==> src/logic/plct_defs.vh <==
// Purpose: offsets, field positions, reset values and timing for the pulse/length/timer block
// Assumes: APB word registers, 40 MHz pclk
// Notes: definitions only
`ifndef PLCT_DEFS_VH
`define PLCT_DEFS_VH
`define PLCT_OFS_CTRL 8'h00
`define PLCT_OFS_SET_LENGTH 8'h04
`define PLCT_OFS_PPM 8'h08
`define PLCT_OFS_FINAL 8'h0C
`define PLCT_OFS_INTER 8'h10
`define PLCT_OFS_TIMED 8'h14
`define PLCT_OFS_PON_LIMIT 8'h18
`define PLCT_OFS_RUN_LIMIT 8'h1C
`define PLCT_OFS_COUNT_MON 8'h20
`define PLCT_OFS_LENGTH_MON 8'h24
`define PLCT_OFS_REMAIN_MON 8'h28
`define PLCT_OFS_PON_HOURS 8'h2C
`define PLCT_OFS_RUN_HOURS 8'h30
`define PLCT_OFS_STATUS 8'h34
`define PLCT_OFS_IRQ_STATUS 8'h38
`define PLCT_OFS_IRQ_CLEAR 8'h3C
`define PLCT_OFS_IRQ_ENABLE 8'h40
`define PLCT_OFS_SW_CLEAR 8'h44
// ctrl fields
`define PLCT_CTRL_RUN 0
`define PLCT_CTRL_FAST_LO 1
`define PLCT_CTRL_FAST_HI 2
`define PLCT_CTRL_DEC_LO 3
`define PLCT_CTRL_DEC_HI 4
// fast terminal function codes
`define PLCT_FAST_NONE 2'h0
`define PLCT_FAST_COUNT 2'h1
`define PLCT_FAST_LENGTH 2'h2
// sw clear / event bit positions
`define PLCT_CLR_LENGTH 0
`define PLCT_CLR_COUNT 1
`define PLCT_CLR_TIMED 2
`define PLCT_EV_LENGTH 0
`define PLCT_EV_INTER 1
`define PLCT_EV_FINAL 2
`define PLCT_EV_TIME 3
`define PLCT_EV_LOCK 4
`define PLCT_EV_W 5
// reset values and write limits
`define PLCT_RST_SET_LENGTH 16'h03E8
`define PLCT_RST_PPM 16'h03E8
`define PLCT_RST_FINAL 16'h03E8
`define PLCT_RST_INTER 16'h03E8
`define PLCT_RST_TIMED 16'h0000
`define PLCT_PPM_MIN 16'h0001
`define PLCT_TIMED_MAX 16'hFDE8
// timing: base tick of 1 ms, 0.1 min and 1 h derived from it
`define PLCT_CLK_PERIOD_NS 25
`define PLCT_TICK_NS 1000000
`define PLCT_TICK_CYCLES (`PLCT_TICK_NS / `PLCT_CLK_PERIOD_NS)
`define PLCT_DECIMIN_MS 6000
`define PLCT_HOUR_DECIMIN 600
`endif

==> src/logic/plct_sync.v <==
// Purpose: two-stage synchroniser with rising-edge pulse for terminal inputs
// Assumes: inputs asynchronous to pclk
// Notes: first stage feeds only the second stage
`timescale 1ns/1ps
module plct_sync #(
   parameter W = 6
) (
   input wire pclk,
   input wire presetn,
   input wire [W-1:0] async_in,
   output reg [W-1:0] level,
   output reg [W-1:0] rise
);
   reg [W-1:0] stage1;
   reg [W-1:0] stage2;

   always @(posedge pclk or negedge presetn) begin
      if (!presetn) begin
         stage1 <= {W{1'b0}};
         stage2 <= {W{1'b0}};
         level <= {W{1'b0}};
         rise <= {W{1'b0}};
      end else begin
         stage1 <= async_in;
         stage2 <= stage1;
         level <= stage2;
         rise <= stage2 & ~level;
      end
   end
endmodule

==> src/logic/plct_top.v <==
// Purpose: pulse length counter, two-target counter, timed run and hour lockout
// Assumes: APB slave, 40 MHz pclk, terminal pins asynchronous
// Notes: pulses per metre in 0.1 units, timed run in 0.1 min units
`timescale 1ns/1ps
`include "plct_defs.vh"
module plct_top #(
   parameter COUNT_W = 16,
   parameter LEN_W = 32,
   parameter TICK_CYCLES = `PLCT_TICK_CYCLES,
   parameter DECIMIN_TICKS = `PLCT_DECIMIN_MS,
   parameter HOUR_DECIMINS = `PLCT_HOUR_DECIMIN
) (
   input wire pclk,
   input wire presetn,
   input wire psel,
   input wire penable,
   input wire pwrite,
   input wire [7:0] paddr,
   input wire [31:0] pwdata,
   output reg [31:0] prdata,
   output reg pready,
   output reg pslverr,
   input wire [1:0] digital_input_terminal,
   input wire fast_pulse_terminal,
   input wire length_clear_in,
   input wire counter_clear_in,
   input wire timed_clear_in,
   output reg length_reached,
   output reg inter_count_reached,
   output reg final_count_reached,
   output reg time_reached,
   output reg drive_run,
   output reg lockout,
   output reg irq
);
   // terminal bits: 0 length pulse, 1 count pulse, 2 fast, 3..5 clears
   wire [5:0] pin_level;
   wire [5:0] pin_rise;

   plct_sync #(.W(6)) u_sync (
      .pclk(pclk),
      .presetn(presetn),
      .async_in({timed_clear_in, counter_clear_in, length_clear_in,
                 fast_pulse_terminal, digital_input_terminal}),
      .level(pin_level),
      .rise(pin_rise)
   );

   reg run_request;
   reg [1:0] fast_terminal_function_select;
   reg [1:0] length_decimal_select;
   reg [15:0] set_length;
   reg [15:0] pulses_per_metre;
   reg [15:0] final_count_target;
   reg [15:0] intermediate_count_target;
   reg [15:0] timed_run_duration;
   reg [15:0] poweron_hour_limit;
   reg [15:0] run_hour_limit;
   reg [COUNT_W-1:0] count_monitor;
   reg [LEN_W-1:0] length_monitor;
   reg [15:0] elapsed;
   reg [15:0] accumulated_poweron_hours;
   reg [15:0] accumulated_run_hours;
   reg [`PLCT_EV_W-1:0] irq_status;
   reg [`PLCT_EV_W-1:0] irq_enable;
   reg [2:0] sw_clear;
   reg [`PLCT_EV_W-1:0] ev_prev;

   function [15:0] dec_scale;
      input [1:0] sel;
      begin
         case (sel)
            2'h0: dec_scale = 16'h000A;
            2'h1: dec_scale = 16'h0064;
            2'h2: dec_scale = 16'h03E8;
            default: dec_scale = 16'h2710;
         endcase
      end
   endfunction

   // apb: one wait state so read data and pready come from flops
   wire apb_access = psel & penable & ~pready;
   wire apb_wr = apb_access & pwrite;
   reg [31:0] next_rdata;
   reg addr_ok;
   reg [15:0] remain;

   always @* begin
      next_rdata = 32'h0000_0000;
      addr_ok = 1'b1;
      case (paddr)
         `PLCT_OFS_CTRL: next_rdata = {27'h000_0000, length_decimal_select,
                                       fast_terminal_function_select, run_request};
         `PLCT_OFS_SET_LENGTH: next_rdata = {16'h0000, set_length};
         `PLCT_OFS_PPM: next_rdata = {16'h0000, pulses_per_metre};
         `PLCT_OFS_FINAL: next_rdata = {16'h0000, final_count_target};
         `PLCT_OFS_INTER: next_rdata = {16'h0000, intermediate_count_target};
         `PLCT_OFS_TIMED: next_rdata = {16'h0000, timed_run_duration};
         `PLCT_OFS_PON_LIMIT: next_rdata = {16'h0000, poweron_hour_limit};
         `PLCT_OFS_RUN_LIMIT: next_rdata = {16'h0000, run_hour_limit};
         `PLCT_OFS_COUNT_MON: next_rdata = {{(32-COUNT_W){1'b0}}, count_monitor};
         `PLCT_OFS_LENGTH_MON: next_rdata = length_monitor;
         `PLCT_OFS_REMAIN_MON: next_rdata = {16'h0000, remain};
         `PLCT_OFS_PON_HOURS: next_rdata = {16'h0000, accumulated_poweron_hours};
         `PLCT_OFS_RUN_HOURS: next_rdata = {16'h0000, accumulated_run_hours};
         `PLCT_OFS_STATUS: next_rdata = {26'h000_0000, lockout, drive_run, time_reached,
                                         final_count_reached, inter_count_reached,
                                         length_reached};
         `PLCT_OFS_IRQ_STATUS: next_rdata = {27'h000_0000, irq_status};
         `PLCT_OFS_IRQ_CLEAR: next_rdata = 32'h0000_0000;
         `PLCT_OFS_IRQ_ENABLE: next_rdata = {27'h000_0000, irq_enable};
         `PLCT_OFS_SW_CLEAR: next_rdata = 32'h0000_0000;
         default: addr_ok = 1'b0;
      endcase
   end

   always @(posedge pclk or negedge presetn) begin
      if (!presetn) begin
         pready <= 1'b0;
         pslverr <= 1'b0;
         prdata <= 32'h0000_0000;
      end else begin
         pready <= apb_access;
         pslverr <= apb_access & ~addr_ok;
         prdata <= (apb_access & ~pwrite) ? next_rdata : 32'h0000_0000;
      end
   end

   wire apb_commit = psel & penable & pready & pwrite & ~pslverr;

   always @(posedge pclk or negedge presetn) begin
      if (!presetn) begin
         run_request <= 1'b0;
         fast_terminal_function_select <= `PLCT_FAST_NONE;
         length_decimal_select <= 2'h0;
         set_length <= `PLCT_RST_SET_LENGTH;
         pulses_per_metre <= `PLCT_RST_PPM;
         final_count_target <= `PLCT_RST_FINAL;
         intermediate_count_target <= `PLCT_RST_INTER;
         timed_run_duration <= `PLCT_RST_TIMED;
         poweron_hour_limit <= 16'h0000;
         run_hour_limit <= 16'h0000;
         irq_enable <= {`PLCT_EV_W{1'b0}};
         sw_clear <= 3'h0;
      end else begin
         sw_clear <= 3'h0;
         if (apb_commit) begin
            case (paddr)
               `PLCT_OFS_CTRL: begin
                  run_request <= pwdata[`PLCT_CTRL_RUN];
                  fast_terminal_function_select <= pwdata[`PLCT_CTRL_FAST_HI:`PLCT_CTRL_FAST_LO];
                  length_decimal_select <= pwdata[`PLCT_CTRL_DEC_HI:`PLCT_CTRL_DEC_LO];
               end
               `PLCT_OFS_SET_LENGTH: set_length <= pwdata[15:0];
               // zero would mean an infinite length, so it is raised to 0.1
               `PLCT_OFS_PPM: pulses_per_metre <= (pwdata[15:0] < `PLCT_PPM_MIN) ?
                                                  `PLCT_PPM_MIN : pwdata[15:0];
               `PLCT_OFS_FINAL: final_count_target <= pwdata[15:0];
               `PLCT_OFS_INTER: intermediate_count_target <= pwdata[15:0];
               `PLCT_OFS_TIMED: timed_run_duration <= (pwdata[15:0] > `PLCT_TIMED_MAX) ?
                                                      `PLCT_TIMED_MAX : pwdata[15:0];
               `PLCT_OFS_PON_LIMIT: poweron_hour_limit <= pwdata[15:0];
               `PLCT_OFS_RUN_LIMIT: run_hour_limit <= pwdata[15:0];
               `PLCT_OFS_IRQ_ENABLE: irq_enable <= pwdata[`PLCT_EV_W-1:0];
               `PLCT_OFS_SW_CLEAR: sw_clear <= pwdata[2:0];
               default: ;
            endcase
         end
      end
   end

   // pulse routing; the fast terminal takes over a function when selected
   wire len_pulse = (fast_terminal_function_select == `PLCT_FAST_LENGTH) ?
                    pin_rise[2] : pin_rise[0];
   wire cnt_pulse = (fast_terminal_function_select == `PLCT_FAST_COUNT) ?
                    pin_rise[2] : pin_rise[1];
   wire clr_len = pin_level[3] | sw_clear[`PLCT_CLR_LENGTH];
   wire clr_cnt = pin_level[4] | sw_clear[`PLCT_CLR_COUNT];
   wire clr_tim = pin_level[5] | sw_clear[`PLCT_CLR_TIMED];

   // length: N*10*10^d >= set*ppm, no divider needed
   wire [47:0] len_lhs = {{(48-LEN_W){1'b0}}, length_monitor} * {32'h0000_0000,
                         dec_scale(length_decimal_select)};
   // widen before multiplying; the product needs all 32 bits
   wire [31:0] len_prod = {16'h0000, set_length} * {16'h0000, pulses_per_metre};
   wire [47:0] len_rhs = {16'h0000, len_prod};
   wire next_length_reached = ~clr_len & (len_lhs >= len_rhs);

   always @(posedge pclk or negedge presetn) begin
      if (!presetn) begin
         length_monitor <= {LEN_W{1'b0}};
         length_reached <= 1'b0;
      end else begin
         length_reached <= next_length_reached;
         if (clr_len)
            length_monitor <= {LEN_W{1'b0}};
         else if (len_pulse && length_monitor != {LEN_W{1'b1}})
            length_monitor <= length_monitor + 1'b1;
      end
   end

   // counter; an intermediate above the final is held at the final
   wire cnt_enabled = (final_count_target != 16'h0000) |
                      (intermediate_count_target != 16'h0000);
   wire [15:0] inter_eff = (intermediate_count_target > final_count_target) ?
                           final_count_target : intermediate_count_target;
   wire [15:0] cnt_wide = {{(16-COUNT_W){1'b0}}, count_monitor};
   wire cnt_final = cnt_enabled & (cnt_wide >= final_count_target);

   always @(posedge pclk or negedge presetn) begin
      if (!presetn) begin
         count_monitor <= {COUNT_W{1'b0}};
         inter_count_reached <= 1'b0;
         final_count_reached <= 1'b0;
      end else begin
         inter_count_reached <= ~clr_cnt & cnt_enabled & (cnt_wide >= inter_eff);
         final_count_reached <= ~clr_cnt & cnt_final;
         if (clr_cnt)
            count_monitor <= {COUNT_W{1'b0}};
         else if (cnt_pulse && cnt_enabled && !cnt_final &&
                  count_monitor != {COUNT_W{1'b1}})
            count_monitor <= count_monitor + 1'b1;
      end
   end

   // time base: 1 ms tick, 0.1 min step, 1 h step
   reg [31:0] tick_div;
   reg [15:0] ms_div;
   reg [15:0] dm_pon_div;
   reg [15:0] dm_run_div;
   reg tick_ms;
   reg tick_dm;
   wire [31:0] tick_last = TICK_CYCLES - 1;
   wire [31:0] dm_full = DECIMIN_TICKS - 1;
   wire [31:0] hr_full = HOUR_DECIMINS - 1;
   wire [15:0] dm_last = dm_full[15:0];
   wire [15:0] hr_last = hr_full[15:0];

   always @(posedge pclk or negedge presetn) begin
      if (!presetn) begin
         tick_div <= 32'h0000_0000;
         ms_div <= 16'h0000;
         tick_ms <= 1'b0;
         tick_dm <= 1'b0;
      end else begin
         tick_ms <= (tick_div == tick_last);
         tick_div <= (tick_div == tick_last) ? 32'h0000_0000 : tick_div + 1'b1;
         tick_dm <= tick_ms & (ms_div == dm_last);
         if (tick_ms)
            ms_div <= (ms_div == dm_last) ? 16'h0000 : ms_div + 1'b1;
      end
   end

   wire timed_on = (timed_run_duration != 16'h0000);
   wire timed_hit = timed_on & drive_run & tick_dm & (elapsed + 1'b1 >= timed_run_duration);
   wire hit_pon = (poweron_hour_limit != 16'h0000) &
                  (accumulated_poweron_hours >= poweron_hour_limit);
   wire hit_run = (run_hour_limit != 16'h0000) &
                  (accumulated_run_hours >= run_hour_limit);
   wire next_lockout = hit_pon | hit_run;
   // time reached holds until the run request drops or it is cleared
   wire next_time_reached = ~clr_tim & run_request & (time_reached | timed_hit);
   wire next_drive_run = run_request & ~next_lockout & ~next_time_reached;

   always @* begin
      remain = timed_run_duration;
      if (drive_run)
         remain = timed_run_duration - elapsed;
   end

   always @(posedge pclk or negedge presetn) begin
      if (!presetn) begin
         elapsed <= 16'h0000;
         time_reached <= 1'b0;
         drive_run <= 1'b0;
         lockout <= 1'b0;
         dm_pon_div <= 16'h0000;
         dm_run_div <= 16'h0000;
         accumulated_poweron_hours <= 16'h0000;
         accumulated_run_hours <= 16'h0000;
      end else begin
         time_reached <= next_time_reached;
         drive_run <= next_drive_run;
         lockout <= next_lockout;
         if (!drive_run || clr_tim)
            elapsed <= 16'h0000;
         else if (tick_dm && timed_on && elapsed != 16'hFFFF)
            elapsed <= elapsed + 1'b1;
         if (tick_dm) begin
            dm_pon_div <= (dm_pon_div == hr_last) ? 16'h0000 : dm_pon_div + 1'b1;
            if (dm_pon_div == hr_last && accumulated_poweron_hours != 16'hFFFF)
               accumulated_poweron_hours <= accumulated_poweron_hours + 1'b1;
            if (drive_run) begin
               dm_run_div <= (dm_run_div == hr_last) ? 16'h0000 : dm_run_div + 1'b1;
               if (dm_run_div == hr_last && accumulated_run_hours != 16'hFFFF)
                  accumulated_run_hours <= accumulated_run_hours + 1'b1;
            end
         end
      end
   end

   // interrupts: rising edge of each flag, set beats clear
   wire [`PLCT_EV_W-1:0] ev_now = {lockout, time_reached, final_count_reached,
                                   inter_count_reached, length_reached};
   wire [`PLCT_EV_W-1:0] ev_set = ev_now & ~ev_prev;
   wire [`PLCT_EV_W-1:0] ev_clr = (apb_commit && paddr == `PLCT_OFS_IRQ_CLEAR) ?
                                  pwdata[`PLCT_EV_W-1:0] : {`PLCT_EV_W{1'b0}};
   wire [`PLCT_EV_W-1:0] next_irq_status = ev_set | (irq_status & ~ev_clr);

   always @(posedge pclk or negedge presetn) begin
      if (!presetn) begin
         ev_prev <= {`PLCT_EV_W{1'b0}};
         irq_status <= {`PLCT_EV_W{1'b0}};
         irq <= 1'b0;
      end else begin
         ev_prev <= ev_now;
         irq_status <= next_irq_status;
         irq <= |(next_irq_status & irq_enable);
      end
   end
endmodule

==> config.mk <==
export PLATFORM = sky130hd
export DESIGN_NAME = plct_top
export DESIGN_NICKNAME = d
export VERILOG_FILES = /design/src/logic/plct_sync.v /design/src/logic/plct_top.v
export VERILOG_INCLUDE_DIRS = /design/src /design/src/logic
export SDC_FILE = /design/constraint.sdc
export NUM_CORES = 2
export LEC_CHECK = 0
export BUFFER_PORTS_ARGS = -buffer_cell sky130_fd_sc_hd__clkbuf_2
export CORE_MARGIN = 3
export CORE_UTILIZATION = 40
export DETAILED_ROUTE_END_ITERATION = 10
export SYNTH_ARGS = -nofsm -noshare
export SYNTH_HDL_FRONTEND = slang
export SYNTH_HIERARCHICAL = 1
export SYNTH_SLANG_ARGS = --single-unit
==> constraint.sdc <==
create_clock -name pclk -period 12.61 [get_ports pclk]
set_input_delay 0 -clock pclk [delete_from_list [all_inputs] [get_ports pclk]]
set_output_delay 0 -clock pclk [all_outputs]
set_load 0.1 [all_outputs]
==> metrics.txt <==
Clock Sinks=between 300 and 400; Clk Latency, worst-skew pair=around 0.56 ns; Crit. End Element=flop; Crit Path Category=reg2reg; Post-Syn Nets=5207; DIE AREA=around 100000 um^2; Setup Skew=0.0247 ns; commonest non-fill, non-tap cell in the layout=inv_1; vias in the first global route=between 30000 and 40000; Total GRT Usage=0.209; Power Dens Cells=a little under 60 nW/um^2; Flop pwr share=0.474; worst setup path end=length_reached; Power Internal=~2 mW; Hold Crit Class=in2reg; Fillers=around 9600; synthesized area per cell=9.39 um^2; Slowest Stage Delay on Critical Path=around 0.98 ns; r2r setup slk=about 2.8 ns; CP max-delay cell=dfrtp_1; Logic pwr share=0.048; worst-path fanout max=18; final slew viol count=0; setup TNS=0 ns; Starting Density=0.406; Sw Share=0.233; P_sw=roughly 600 uW; core area=roughly 99000 um^2; RSZ-0062 raised after global routing=false; chip height=323 um; yosys warns=6; Worst-path clk slew=around 0.080 ns; initial antenna violation count=3; Placer Congestion=between 0.9 and 1; Pre-Repair DR Iteration Count=8; Max Cap Viol=0; pin count of the biggest net entering global routing=140; htree depth=2; Post-CTS Setup Repair Bufs=0; worst reg-to-reg path cell count=32; initial drt markers=between 1500 and 2000; Final setup viols=0; CTS resizes=0; I/O Buffers=75; commonest cells after routing, fill and taps aside=inv_1 (607), nand2_1 (548), fa_1 (464), ha_1 (413), dfrtp_1 (351); # diodes=0; Power Total=2.58 mW; total gr overflow=0; peak supply drop=~0.095 mV; via total after detailed routing=30000; Row Count=roughly 120; r2r startpoint=pulses_per_metre[1]; Data required, critical path=between 10 and 15 ns; layout cells sized above 1=0.0701; worst hold slack=roughly 0.042 ns; Slew headroom=0.270; Root Buffer=clkbuf_16; wire per inst=roughly 19 um; Post-DP HPWL=between 80 and 90 mm; Clk pwr share=0.477; Startpoint Class=flop; min cycle time layout=~9.8 ns; CTS tree=yes; num ports=92; largest registers=length_monitor (32), prdata (32), tick_div (32); slew at the pin closest to its max-slew limit=1.10 ns; Horiz. Die Dim=around 320 um; Total Wirelength=between 100 and 150 mm; post-route ant nets=0; Remaining DRCs=0; Vias/cell=about 5.4; Final Net Count=5211; outcome=complete, no violations; Tcrit/Tclk final=0.774; Lkg Pwr=22.5 nW; dpl ws=2.89 ns; area delta synth->final=8.10%; most frequent CP cell=fa_1; first-pass GRT wire length=approximately 170 mm; R2R Path End=length_reached; final hold vios=0; post-layout worst setup margin=~2.8 ns; Syn Std Cell Area=40200 um^2; clock tree buffer depth=3; Syn Inst Count=4279; maximum operating frequency=slightly above 100 MHz; WP data arrival=just over 10 ns; CTS buffer count=37; Worst Setup SP=pulses_per_metre[1]
metal layers:
layer  up-vias  global-route usage  part of all wire
met1     15000               0.305              0.47
li1      14000                   -                 -
met5         -                   0                 0
met4         0              0.0498             0.025
met2       783               0.336              0.45
met3       133              0.0206             0.055
how the worst min path moves through the flow:
stage	endpoint	cells past startpoint	slack, ns	from
after floorplan	accumulated_poweron_hours[0]	0	-0.30	presetn
after global placement	u_sync/stage1[1]	1	0.11	digital_input_terminal[1]
after detailed placement	u_sync/stage1[5]	1	0.11	timed_clear_in
after CTS	sw_clear[2]	4	0.02	paddr[7]
after global routing	pready	3	0.05	penable
final	pready	3	0.04	penable
timing repair:
item	4_1_cts	5_1_grt
hold endpoints to repair	208	0
setup endpoints to repair	0	0
hold buffers	26	0
critical path, delay by kind of cell, from the launching register on:
family | cells | cell delay (ns)
AOI/OAI and AO/OA | 11 | 2.65
xor gates and xnor gates | 1 | 0.33
adders and majority gates | 8 | 3.79
buffers and inverters | 3 | 0.15
DFF | 1 | 0.98
and+or+nand+nor | 9 | 1.66
power groups by stage:
stage          Combinational [mW]  Sequential, mW  Clock [mW]
4_1_cts                     0.127            1.23        1.27
3_5_place_dp                0.119            1.25           0
6_report                    0.125            1.23        1.23
3_3_place_gp                0.119            1.25           0
5_1_grt                     0.139            1.23        1.31
2_1_floorplan              0.0541            1.25           0
metrics by stage:
step           instance area, um^2   util  std cells
2_1_floorplan                40200      -       4279
3_3_place_gp                 41800  0.422       5505
3_5_place_dp                 41800  0.422       5505
4_1_cts                      43400  0.439       5598
5_1_grt                      43400  0.439       5598
6_report                     43400  0.439       5598
final cells by class:
class,instances,area (um^2),share of cell area
clock inverters,19,294,0.00677
multi-input cells,3120,27800,0.640
inverters,607,2280,0.0525
clock buffers,48,1050,0.0241
repair buffers,142,966,0.0222
flip-flops and latches,375,9410,0.217
well taps,1287,1610,0.0371
(Power assumes the default switching activity.)
